`src/zf_regs.svh`:
```
// Register map, field positions, reset values and counts for the
// zero-flag, general-output and oversampling control block.
// Assumes a 32-bit AHB-Lite slave with one register per aligned word.
//
// Functional notes
// - 256-768 fs clock: select gives 64x/128x.
// - 128/192 fs clock: select gives 32x/64x.
// - Above 96 kHz the 32x/64x pair applies.
// - Enable picks zero flags or general outputs.
// - General bits drive pins, read/write, reset zero.
// - Zero detect after 1024 zero word periods.
// - Detecting channel flag pin goes high.
// - All-channel flag is AND of eight.
// - Polarity bit makes flags active low.
// - Control word bits seven, six, five-zero.
`ifndef ZF_REGS_SVH
`define ZF_REGS_SVH

// ==========================================================
// Register byte offsets
`define ZF_CTRL_OFS 8'h00
`define ZF_CFG_OFS 8'h04
`define ZF_STAT_OFS 8'h08
`define ZF_IRQ_STAT_OFS 8'h0C
`define ZF_IRQ_MASK_OFS 8'h10

// ==========================================================
// Control word fields
`define ZF_OS_SEL_BIT 7
`define ZF_GPO_EN_BIT 6
`define ZF_GPO_MSB 5
`define ZF_GPO_LSB 0

// ==========================================================
// Configuration word fields
`define ZF_RATIO_MSB 2
`define ZF_RATIO_LSB 0
`define ZF_HIGH_RATE_BIT 3
`define ZF_POL_BIT 4

// ==========================================================
// Status word fields
`define ZF_STAT_ALL_BIT 8
`define ZF_STAT_RATE_MSB 10
`define ZF_STAT_RATE_LSB 9

// ==========================================================
// Reset values and counts
`define ZF_CTRL_RST 8'h00
`define ZF_CFG_RST 5'h00
`define ZF_IRQ_RST 9'h000
`define ZF_ZERO_RUN_LEN 1024

`endif

```
`src/zf_pkg.sv`:
```
// Types shared by the zero-flag control block and its helpers.
// Assumes the constants of zf_regs.svh for field widths.
package zf_pkg;

   // ==========================================================
   // Ratio of system clock to sample rate, as software declares it.
   typedef enum logic [2:0] {
      ratio_128, ratio_192, ratio_256, ratio_384, ratio_512, ratio_768
   } clk_ratio_t;

   // Resulting modulator oversampling rate.
   typedef enum logic [1:0] {os_32x, os_64x, os_128x} os_rate_t;

   // ==========================================================
   // State of the top block.
   typedef struct packed {
      logic os_sel;          // Oversampling select bit.
      logic gpo_en;          // General output enable.
      logic [5:0] gpo_bits;  // General output levels.
      logic [2:0] ratio;     // Declared clock ratio code.
      logic high_rate;       // Sample rate above 96 kHz.
      logic polarity;        // Zero-flag polarity, one is active low.
      logic [8:0] irq_stat;  // Sticky event bits.
      logic [8:0] irq_mask;  // Interrupt enables.
      logic wr_pend;         // Write data phase follows.
      logic [7:0] wr_addr;   // Address of pending write.
      logic [31:0] hrdata;   // Read data register.
      logic [5:0] shared_pin;  // Shared zero/general pins.
      logic flag7;           // Channel seven flag pin.
      logic flag8;           // Channel eight flag pin.
      logic flag_all;        // All-channel flag pin.
      logic irq;             // Interrupt output.
      logic wclk_d;          // Delayed word clock for edge finding.
      logic [7:0] det_q;     // Previous detects for event edges.
      logic all_q;           // Previous all-channel detect.
   } top_state_t;

   // State of one zero-run counter.
   typedef struct packed {
      logic [10:0] cnt;
      logic detect;
   } run_state_t;

endpackage

```
`src/zero_run_detect.sv`:
```
// One channel's zero-run detector.
// Assumes a one-cycle word clock tick and a level that is high while
// the channel's current sample is all zeros.
`timescale 1ns/1ps
`default_nettype none
`include "zf_regs.svh"

module zero_run_detect import zf_pkg::*; #(
   parameter int RUN_LEN = `ZF_ZERO_RUN_LEN
) (
   // Clock and reset.
   input wire logic i_mclk,
   input wire logic i_arst_n,
   // Sample status.
   input wire logic i_tick,
   input wire logic i_data_zero,
   // Detect result.
   output logic o_detect
);

   // ==========================================================
   // State
   run_state_t s;      // Registered state.
   run_state_t next_s; // Next state.

   // A nonzero sample wins over the tick, so a run never survives one.
   always_comb begin
      next_s = s;
      if (!i_data_zero) begin
         next_s.cnt = 11'h000;
         next_s.detect = 1'b0;
      end else if (i_tick && !s.detect) begin
         next_s.cnt = s.cnt + 11'h001;
         // Detect on the last of the consecutive zero periods.
         next_s.detect = (next_s.cnt == 11'(RUN_LEN));
      end
   end

   // Register the whole state.
   always_ff @(posedge i_mclk or negedge i_arst_n) begin
      if (!i_arst_n) begin
         s <= '0;
      end else begin
         s <= next_s;
      end
   end

   assign o_detect = s.detect;
endmodule
`default_nettype wire

```
`src/os_rate_select.sv`:
```
// Resolves the modulator oversampling rate.
// Assumes software declares the clock ratio and the sample rate band.
`timescale 1ns/1ps
`default_nettype none
`include "zf_regs.svh"

module os_rate_select import zf_pkg::*; (
   // Clock and reset.
   input wire logic i_mclk,
   input wire logic i_arst_n,
   // Settings.
   input wire logic [2:0] i_ratio,
   input wire logic i_high_rate,
   input wire logic i_os_sel,
   // Result.
   output os_rate_t o_rate
);

   // ==========================================================
   // State
   os_rate_t s;      // Registered rate.
   os_rate_t next_s; // Next rate.
   logic low_pair;   // The 32x/64x pair applies.

   // Slow clock ratios or high sample rates only leave room for the
   // lower pair; otherwise the upper pair applies.
   always_comb begin
      low_pair = (i_ratio == ratio_128) || (i_ratio == ratio_192)
         || i_high_rate;
      if (low_pair) begin
         next_s = i_os_sel ? os_64x : os_32x;
      end else begin
         next_s = i_os_sel ? os_128x : os_64x;
      end
   end

   // Register the rate; reset gives the cleared-select upper pair.
   always_ff @(posedge i_mclk or negedge i_arst_n) begin
      if (!i_arst_n) begin
         s <= os_64x;
      end else begin
         s <= next_s;
      end
   end

   assign o_rate = s;
endmodule
`default_nettype wire

```
`src/zero_flag_gpo_oversample_ctrl.sv`:
```
// Top of the zero-flag, general-output and oversampling control block.
// Assumes an AHB-Lite master with single word transfers, a word clock
// and per-channel zero indications synchronous to i_mclk.
//
// Local design decisions: the AHB-Lite interface to the registers and the register addresses.
`timescale 1ns/1ps
`default_nettype none
`include "zf_regs.svh"

module zero_flag_gpo_oversample_ctrl import zf_pkg::*; #(
   parameter int CHANNELS = 8,
   parameter int RUN_LEN = `ZF_ZERO_RUN_LEN
) (
   // Clock and reset.
   input wire logic i_mclk,
   input wire logic i_arst_n,
   // AHB-Lite slave port.
   input wire logic i_hsel,
   input wire logic [31:0] i_haddr,
   input wire logic [1:0] i_htrans,
   input wire logic i_hwrite,
   input wire logic [2:0] i_hsize,
   input wire logic [31:0] i_hwdata,
   input wire logic i_hready,
   output logic o_hreadyout,
   output logic [31:0] o_hrdata,
   output logic o_hresp,
   // Audio timing and sample status.
   input wire logic i_word_clock,
   input wire logic [7:0] i_chan_data_zero,
   // Flag and general output pins.
   output logic [5:0] o_shared_pin,
   output logic o_channel_seven_zero_flag,
   output logic o_channel_eight_zero_flag,
   output logic o_all_channel_zero_flag,
   // Oversampling rate to the modulators.
   output logic [1:0] o_os_rate,
   // Interrupt.
   output logic o_irq
);

   // ==========================================================
   // Declarations
   top_state_t s;        // Registered state.
   top_state_t next_s;   // Next state.
   logic tick;           // One cycle at each word clock rising edge.
   logic [7:0] det;      // Per-channel zero-detect conditions.
   logic all_det;        // Every channel detects zero.
   logic [8:0] clr;      // Write-one-to-clear mask of this cycle.
   logic [8:0] ev;       // Event set pulses of this cycle.
   logic addr_phase;     // A transfer is taken this cycle.
   os_rate_t rate;       // Resolved oversampling rate.
   logic hready_q;       // Registered ready, low in reset, high from the first edge after.

   // ==========================================================
   // Word clock edge
   // The word clock is taken as a synchronous level, so one delayed
   // copy is enough to mark each new sample period.
   assign tick = i_word_clock && !s.wclk_d;

   // ==========================================================
   // Per-channel zero-run detectors
   // Each channel counts on its own; none waits for another.
   genvar ch;
   generate
      for (ch = 0; ch < CHANNELS; ch++) begin : g_chan
         zero_run_detect #(
            .RUN_LEN(RUN_LEN)
         ) u_run (
            .i_mclk(i_mclk),
            .i_arst_n(i_arst_n),
            .i_tick(tick),
            .i_data_zero(i_chan_data_zero[ch]),
            .o_detect(det[ch])
         );
      end
   endgenerate

   // The combined condition needs every channel at once.
   assign all_det = &det;

   // ==========================================================
   // Oversampling rate resolver
   os_rate_select u_rate (
      .i_mclk(i_mclk),
      .i_arst_n(i_arst_n),
      .i_ratio(s.ratio),
      .i_high_rate(s.high_rate),
      .i_os_sel(s.os_sel),
      .o_rate(rate)
   );

   // ==========================================================
   // Read multiplexer
   // Reads see the state after any write of the same cycle, so a read
   // straight after a write returns the new value with no wait state.
   function automatic logic [31:0] read_word(input top_state_t t,
                                             input logic [7:0] a,
                                             input logic [7:0] d,
                                             input logic ad,
                                             input logic [1:0] r);
      logic [31:0] w;
      w = 32'h0000_0000;
      if (a == `ZF_CTRL_OFS) begin
         w[`ZF_OS_SEL_BIT] = t.os_sel;
         w[`ZF_GPO_EN_BIT] = t.gpo_en;
         w[`ZF_GPO_MSB:`ZF_GPO_LSB] = t.gpo_bits;
      end else if (a == `ZF_CFG_OFS) begin
         w[`ZF_RATIO_MSB:`ZF_RATIO_LSB] = t.ratio;
         w[`ZF_HIGH_RATE_BIT] = t.high_rate;
         w[`ZF_POL_BIT] = t.polarity;
      end else if (a == `ZF_STAT_OFS) begin
         w[7:0] = d;
         w[`ZF_STAT_ALL_BIT] = ad;
         w[`ZF_STAT_RATE_MSB:`ZF_STAT_RATE_LSB] = r;
      end else if (a == `ZF_IRQ_STAT_OFS) begin
         w[8:0] = t.irq_stat;
      end else if (a == `ZF_IRQ_MASK_OFS) begin
         w[8:0] = t.irq_mask;
      end
      // Unmapped addresses read as zero.
      return w;
   endfunction

   // ==========================================================
   // Next-state logic
   // Bus writes land in the data phase; events, pins and the interrupt
   // are all worked out here so that one register stage holds them.
   always_comb begin
      next_s = s;
      clr = 9'h000;
      next_s.wclk_d = i_word_clock;
      addr_phase = i_hsel && i_htrans[1] && i_hready;

      // Data phase of a write: only mapped, writable words change.
      if (s.wr_pend) begin
         if (s.wr_addr == `ZF_CTRL_OFS) begin
            next_s.os_sel = i_hwdata[`ZF_OS_SEL_BIT];
            next_s.gpo_en = i_hwdata[`ZF_GPO_EN_BIT];
            next_s.gpo_bits =
               i_hwdata[`ZF_GPO_MSB:`ZF_GPO_LSB];
         end else if (s.wr_addr == `ZF_CFG_OFS) begin
            next_s.ratio = i_hwdata[`ZF_RATIO_MSB:`ZF_RATIO_LSB];
            next_s.high_rate = i_hwdata[`ZF_HIGH_RATE_BIT];
            next_s.polarity = i_hwdata[`ZF_POL_BIT];
         end else if (s.wr_addr == `ZF_IRQ_STAT_OFS) begin
            clr = i_hwdata[8:0];
         end else if (s.wr_addr == `ZF_IRQ_MASK_OFS) begin
            next_s.irq_mask = i_hwdata[8:0];
         end
         // Status and unmapped words ignore writes.
      end

      // Events are the onset of each detect condition.
      ev = {all_det && !s.all_q, det & ~s.det_q};
      next_s.det_q = det;
      next_s.all_q = all_det;
      // A set in the same cycle as its clear wins, so no event is lost.
      next_s.irq_stat = (s.irq_stat & ~clr) | ev;

      // Address phase: remember writes, answer reads next cycle.
      next_s.wr_pend = 1'b0;
      if (addr_phase) begin
         next_s.wr_pend = i_hwrite;
         next_s.wr_addr = i_haddr[7:0];
         if (!i_hwrite) begin
            next_s.hrdata = read_word(next_s, i_haddr[7:0], det, all_det,
                                      rate);
         end
      end

      // Shared pins follow the enable: general levels or zero flags.
      if (s.gpo_en) begin
         next_s.shared_pin = s.gpo_bits;
      end else begin
         next_s.shared_pin = det[5:0] ^ {6{s.polarity}};
      end
      // The remaining flags always show detection.
      next_s.flag7 = det[6] ^ s.polarity;
      next_s.flag8 = det[7] ^ s.polarity;
      next_s.flag_all = all_det ^ s.polarity;

      // One level interrupt while any unmasked status bit stands.
      next_s.irq = |(next_s.irq_stat & next_s.irq_mask);
   end

   // ==========================================================
   // State register
   // Everything resets to the documented defaults: flags active high,
   // general outputs off, oversampling select cleared.
   always_ff @(posedge i_mclk or negedge i_arst_n) begin
      if (!i_arst_n) begin
         s <= '0;
         hready_q <= 1'b0;
      end else begin
         s <= next_s;
         hready_q <= 1'b1;
      end
   end

   // ==========================================================
   // Outputs, all but the tied-off o_hresp taken from flip-flops
   // Ready is low only during reset; the bus never sees wait states.
   assign o_hreadyout = hready_q;
   assign o_hrdata = s.hrdata;
   assign o_hresp = 1'b0;
   assign o_shared_pin = s.shared_pin;
   assign o_channel_seven_zero_flag = s.flag7;
   assign o_channel_eight_zero_flag = s.flag8;
   assign o_all_channel_zero_flag = s.flag_all;
   assign o_os_rate = rate;
   assign o_irq = s.irq;

   // Every channel records the onset of its own detection.
   generate
      for (ch = 0; ch < CHANNELS; ch++) begin : g_evt

      end
   endgenerate
endmodule
`default_nettype wire

```
`config.mk`:
```
export PLATFORM = sky130hd
export DESIGN_NAME = zero_flag_gpo_oversample_ctrl
export DESIGN_NICKNAME = d
export VERILOG_FILES = /design/src/zf_pkg.sv /design/src/zero_run_detect.sv /design/src/os_rate_select.sv /design/src/zero_flag_gpo_oversample_ctrl.sv
export VERILOG_INCLUDE_DIRS = /design/src
export SDC_FILE = /design/constraint.sdc
export NUM_CORES = 1
export LEC_CHECK = 0
export ABC_AREA = 0
export BUFFER_PORTS_ARGS = -buffer_cell sky130_fd_sc_hd__buf_2
export CAP_MARGIN = 20
export CORE_MARGIN = 3
export CORE_UTILIZATION = 61
export DETAILED_ROUTE_END_ITERATION = 10
export GPL_TIMING_DRIVEN = 1
export MAX_ROUTING_LAYER = met4
export PLACE_DENSITY = 0.83
export SLEW_MARGIN = 10
export SYNTH_ARGS = -nofsm -noshare
export SYNTH_HDL_FRONTEND = slang
export SYNTH_SLANG_ARGS = --single-unit
```
`constraint.sdc`:
```
create_clock -name i_mclk -period 5.73 [get_ports i_mclk]
set_input_delay 1.4325 -clock i_mclk [delete_from_list [all_inputs] [get_ports i_mclk]]
set_output_delay 1.4325 -clock i_mclk [all_outputs]
set_load 0.01 [all_outputs]
```
==> After elaboration in Yosys (flattened, before gate mapping) <==
Cells that the tools add are included.
{ "totals": {"ff_bits": 170, "latch_bits": 0, "ramBits": 0, "mem_bits_ro": 0, "in_bits": 83, "mem_count": 0} }
{ "op_classes": {"addsub": 8, "multipliers": 0, "div": 0, "n_lt_le_gt_ge": 0, "n_eq_ne": 24, "shift": 0, "muxes": 43, "n_bitwise": 11, "reduce_logical": 30} }
{ "op_table": {"columns": ["operator", "count"], "rows": [
  ["$mux W12", 16],
  ["$mux W9", 12],
  ["$add A11 B1 Y11 const B", 8],
  ["$eq A11 B11 Y1 const B", 8],
  ["$mux W41", 1],
  ["$eq A8 B4 Y1 const B", 3],
  ["$and A9 B9 Y9", 2],
  ["$eq A8 B3 Y1 const B", 2],
  ["$eq A8 B5 Y1 const B", 2],
  ["$logic_not A8 Y1", 2],
  ["$mux W8", 2],
  ["$ne A2 B1 Y1 const B", 8],
  ["$mux W5", 3],
  ["$mux W13", 1],
  ["$logic_and A1 B1 Y1", 12],
  ["$mux W6", 2],
  ["$mux W11", 1],
  ["$logic_not A1 Y1", 10],
  ["$not A9 Y9", 1],
  ["$or A9 B9 Y9", 1],
  ["$reduce_or A9 Y1", 1],
  ["$and A8 B8 Y8", 1],
  ["$not A8 Y8", 1],
  ["$reduce_and A8 Y1", 1],
  ["10 further kinds", 15]
]} }

==> Depth between registers and ports, before layout <==
{ "depth": {"ltp_word": 14, "mapped_depth": 7, "ltp_nobuf": 6} }

==> By module <==
From an unflattened synthesis, not the netlist that was laid out.
{ "unflattened": {"cells_unflattened": 986, "hier_area_um2": 9933.3} }
{ "by_module_without_submodules": {"columns": ["mod", "n_inst", "cells_per_inst", "area_per_inst_um2", "seq_area_each_um2"], "rows": [
  ["zero_run_detect (g_chan[0].u_run ...)", 6, 81, 777.0, 300.3],
  ["zero_flag_gpo_oversample_ctrl", 1, 336, 3658.5, 1801.7],
  ["zero_run_detect (g_chan[6].u_run ...)", 2, 80, 769.5, 300.3],
  ["os_rate_select", 1, 4, 73.8, 51.3]
]} }

==> Worst setup path after synthesis <==
Ideal clock, no wire load.
{ "synth_timing": {"kind": "in2reg", "from": "in i_haddr[0]", "to": "reg s, in the netlist o_hrdata[2]", "setup_time_ns": 0.141, "arrival_ns": 2.695, "path_slack_ns": 2.894, "cell_stages": 5, "cell_sequence": "nor4_1 -> nor4b_1 -> o21ai_0 -> nor2_1 -> a211oi_1"} }
{ "synth_via": {"elab_chain_cells": 6} }
{ "synth_lines": {"columns": ["item", "line_no", "text"], "rows": [
  ["start: declaration", "zero_flag_gpo_oversample_ctrl.sv:19", "input wire logic [31:0] i_haddr,"],
  ["$eq A8 B5 Y1 (no source line)", null, null],
  ["$mux W9", "zero_flag_gpo_oversample_ctrl.sv:118", "end else if (a == `ZF_IRQ_MASK_OFS) begin"],
  ["$mux W9", "zero_flag_gpo_oversample_ctrl.sv:116", "end else if (a == `ZF_IRQ_STAT_OFS) begin"],
  ["$mux W9", "zero_flag_gpo_oversample_ctrl.sv:112", "end else if (a == `ZF_STAT_OFS) begin"],
  ["$mux W5", "zero_flag_gpo_oversample_ctrl.sv:108", "end else if (a == `ZF_CFG_OFS) begin"],
  ["$mux W8 *", "zero_flag_gpo_oversample_ctrl.sv:104", "if (a == `ZF_CTRL_OFS) begin"],
  ["end signal: assignment", "zero_flag_gpo_oversample_ctrl.sv:196", "s <= next_s;"],
  ["end: declaration", "zero_flag_gpo_oversample_ctrl.sv:44", "top_state_t s;"]
]} }
Every way passes the cells marked *; elsewhere a longest branch is shown, timed or not.
A chain may end at the register's enable or synchronous reset.

==> Worst setup path in the final report <==
{ "layout_timing": {"from": "in i_hwrite", "to": "reg s, in the netlist o_hrdata[2]"} }
{ "layout_via": {"elab_chain_cells": 2} }
{ "layout_lines": {"columns": ["item", "line_no", "text"], "rows": [
  ["start: declaration", "zero_flag_gpo_oversample_ctrl.sv:21", "input wire logic i_hwrite,"],
  ["$not A1 Y1 (no source line)", null, null],
  ["$reduce_and A2 Y1 (no source line)", null, null]
]} }
No other way between the ends.

==> reports/results.tsv <==
stage	metric	value	unit
drt	Pre-antenna DRT Iters	5	
synthesis	adder-cell share of the synthesized area	0.02289	
drt	routed length per instance	16.25	um
synthesis	number of synthesized register bits	170	
power_and_ir_drop	IR Drop Worst-Case VDD	0.2183	mV
power_and_ir_drop	Power Dens Cells	265.1	nW/um2
power_and_ir_drop	Clock power frac	0.434	
synthesis	multiplexer area fraction after synthesis	0.02652	
drt	Via density	5.994	
power_and_ir_drop	power share of the combinational group	0.077	
clocking	Post-CTS Hold Fix Bufs	0	
setup_path	critical-path maximum fanout	13	
placed_design	Buffers on Ports	55	
global_routing	largest net degree at the start of global routing	110	
clocking	CTS tree	yes	
setup_path	crit path from	i_hwrite	
cells_and_area	P&R area growth vs syn	7.903	%
global_routing	vias in the first global route	6662	
timing	Slew HR	0.3477	
cells_and_area	final core utilization	0.6822	
global_routing	global-route wire length before repair	31550	um
power_and_ir_drop	Sw Pwr	0.6564	mW
clocking	Clock H-tree levels	4	
timing	count of endpoints failing setup in the final report	0	
timing	final hold vios	0	
setup_path	WP data arrival	3.61	ns
synthesis	synthesized netlist cell count	961	
synthesis	Synth async-reset ratio	1.000	
timing	Slew Limit Fails	0	
power_and_ir_drop	sequential power share	0.489	
synthesis	largest family of logic cells by synthesized area	simple AND/OR/NAND/NOR gates	
timing	setup TNS	0	ns
synthesis	top-count cell post-synth	dfrtp_1	
timing	Final period util	0.5812	
run_status	outcome	complete, no violations	
drt	total vias in the final route	7025	
cells_and_area	share of layout cells above drive strength 1	0.1204	
setup_path	Startpoint Class	input pin	
die	Initial Util	0.6322	
clocking	Max clock buf depth	2	
synthesis	Synth top area share	0.4551	
placed_design	DP Wirelength	12850	um
clocking	Clk Latency, worst-skew pair	0.43	ns
min_path	class of the worst hold path	flip-flop to flip-flop	
synthesis	Post-synth top cells	dfrtp_1 (169), nand2_1 (91), and2_1 (68)	
global_routing	met3 usage	0.04493	
synthesis	Synth Area in Compound Gates	0.1088	
synthesis	xor/xnor share of the synthesized area	0.08954	
drt	Routed Antenna Nets	0	
global_routing	gr busiest metal	met2	
cells_and_area	# diodes	0	
drt	DRC viols	0	
timing	Final Skew	0.009473	ns
synthesis	Synth Flop Type	dfrtp_1	
synthesis	synth unique cells	72	
setup_path	Crit Path Class	input pin to flip-flop	
synthesis	syn_area_per_cell	9.670	um2
power_and_ir_drop	switching part of the total	0.2469	
global_routing	total grt overflow	0	
synthesis	top cell type by total area after synthesis	dfrtp_1	
clocking	postcts setup bufs	0	
global_routing	M2 GR Usage	0.3808	
cells_and_area	Nets	1075	
cells_and_area	post-route cell area	10030	um2
power_and_ir_drop	Lkg Pwr	4.272	nW
job	maxcap violations	0	
synthesis	number of synthesized flops with an enable pin	0	
timing	fmax	0.3003	GHz
synthesis	top post-synthesis cells by area	dfrtp_1 (46%), xnor2_1 (6.3%), and2_1 (4.6%), nand2_1 (3.7%), nand4_1 (3.6%)	
die	core region area	14700	um2
timing	Least-Margin Pin Slew	0.9784	ns
cells_and_area	Fillers	1116	
global_routing	met1 usage	0.3163	
drt	final wirelength	19050	um
placed_design	dpl cell area	9438	um2
die	die width	129.4	um
global_routing	antenna violations before repair	0	
die	Die ar.	16750	um2
timing	Tmin final	3.330	ns
clocking	clk sinks	170	
synthesis	Yosys Warn Count	0	
power_and_ir_drop	P_int	2.002	mW
clocking	Worst-path clk slew	0.06	ns
setup_path	Critical Path Sink Type	flip-flop	
min_path	hold path startpoint	o_hrdata[9]	
die	I/O Pins	129	
synthesis	Synth Area in Simple Gates	0.2329	
drt	initial drt markers	677	
placed_design	RePlAce Congestion	0.9281	
clocking	CTS-repair resized insts	0	
clocking	Num CTS Buffers	17	
synthesis	synthesized area	9293	um2
setup_path	CP required	6.01	ns
timing	RSZ-0062 raised after global routing	no	
die	Die Ht	129.4	um
die	row cnt	44	
clocking	Clock Tree Root	clkbuf_16	
synthesis	sequential fraction of the synthesis area	0.4579	
setup_path	reg2reg start	s[55]	
timing	worst hold slack	0.4689	ns
global_routing	gr usage total	0.2400	
cells in the final DEF, fill, tap and decap left out, drive strengths merged, types with 14 or more instances in the layout:
cell      n
and3     14
and2     68
dfrtp   169
mux2     18
nor3     26
nand3    39
clkbuf   24
nand2    91
o31ai    17
conb     23
nor2     62
ha       17
o21ai    28
buf      59
a21oi    14
inv      22
xnor2    67
xor2     28
nand4    54
metal layers:
| layer | wire length, um | vias up |
|---|---|---|
| li1 | - | 3374 |
| met1 | 8668 | 3397 |
| met2 | 9152 | 221 |
| met3 | 924 | 33 |
| met4 | 301 | 0 |
| met5 | 0 | - |
kinds of logic after synthesis:
kind of cell / count (synthesis)
xor+xnor: 95
simple gates: 407
compound gates: 143
buf+inv: 105
other cells: 2
mux: 22
flops: 170
fa+ha+maj: 17
power groups by stage:
stage               clock [mW]  combinational, mW  sequential [mW]
detailed placement           0              0.205             1.32
global placement             0              0.201             1.32
global route              1.22              0.229             1.30
finish                    1.15              0.205             1.30
floorplan                    0              0.167             1.30
CTS                       1.17              0.205             1.30
state kept, by name (all words and copies together), names as in the netlist:
signal / cells
g_chan.u_run.s: 88
s: 50
o_hrdata: 11
g_chan.u_run.o_detect: 8
o_shared_pin: 6
u_rate.o_rate: 2
o_all_channel_zero_flag: 1
o_channel_eight_zero_flag: 1
o_channel_seven_zero_flag: 1
o_hreadyout: 1
o_irq: 1
area by class of cell:
cell class	count	area, um2	area share
Multi-Input combinational cell	707	4553	0.4541
Inverter	20	75.07	0.007487
Sequential cell	170	4255	0.4244
Tap cell	184	230.2	0.02296
Clock buffer	24	481.7	0.04804
Clock inverter	8	107.6	0.01073
Timing Repair Buffer	59	324.1	0.03232
through the flow:
step	total power, mW	setup WS, ns	cells
after floorplan	1.464	2.894	982
after global placement	1.518	2.078	1140
after detailed placement	1.524	2.082	1140
after CTS	2.675	2.466	1172
after global routing	2.752	2.222	1172
final	2.658	2.400	1172
path summary, 6_finish.rpt:
check                           cells after the start                   end  slack (ns)
worst max-delay path                                6           o_hrdata[2]        2.40
worst min-delay path                                2           o_hrdata[9]        0.47
worst max register to register                      5           o_hrdata[5]        2.85
worst min register to register                      2           o_hrdata[9]        0.47
max in group asynchronous                           2  g_chan[2].u_run.s[4]        3.72
min in group asynchronous                           1  g_chan[1].u_run.s[3]        1.14
worst max-delay path, cell delays in order:
cell and delay (ns):
buf_2 0.11, nand4b_1 0.58, nor4b_1 0.77, o21ai_0 0.45, nor2_1 0.20, a211oi_1 0.06
Note: power is estimated with default switching activity, not from simulation.
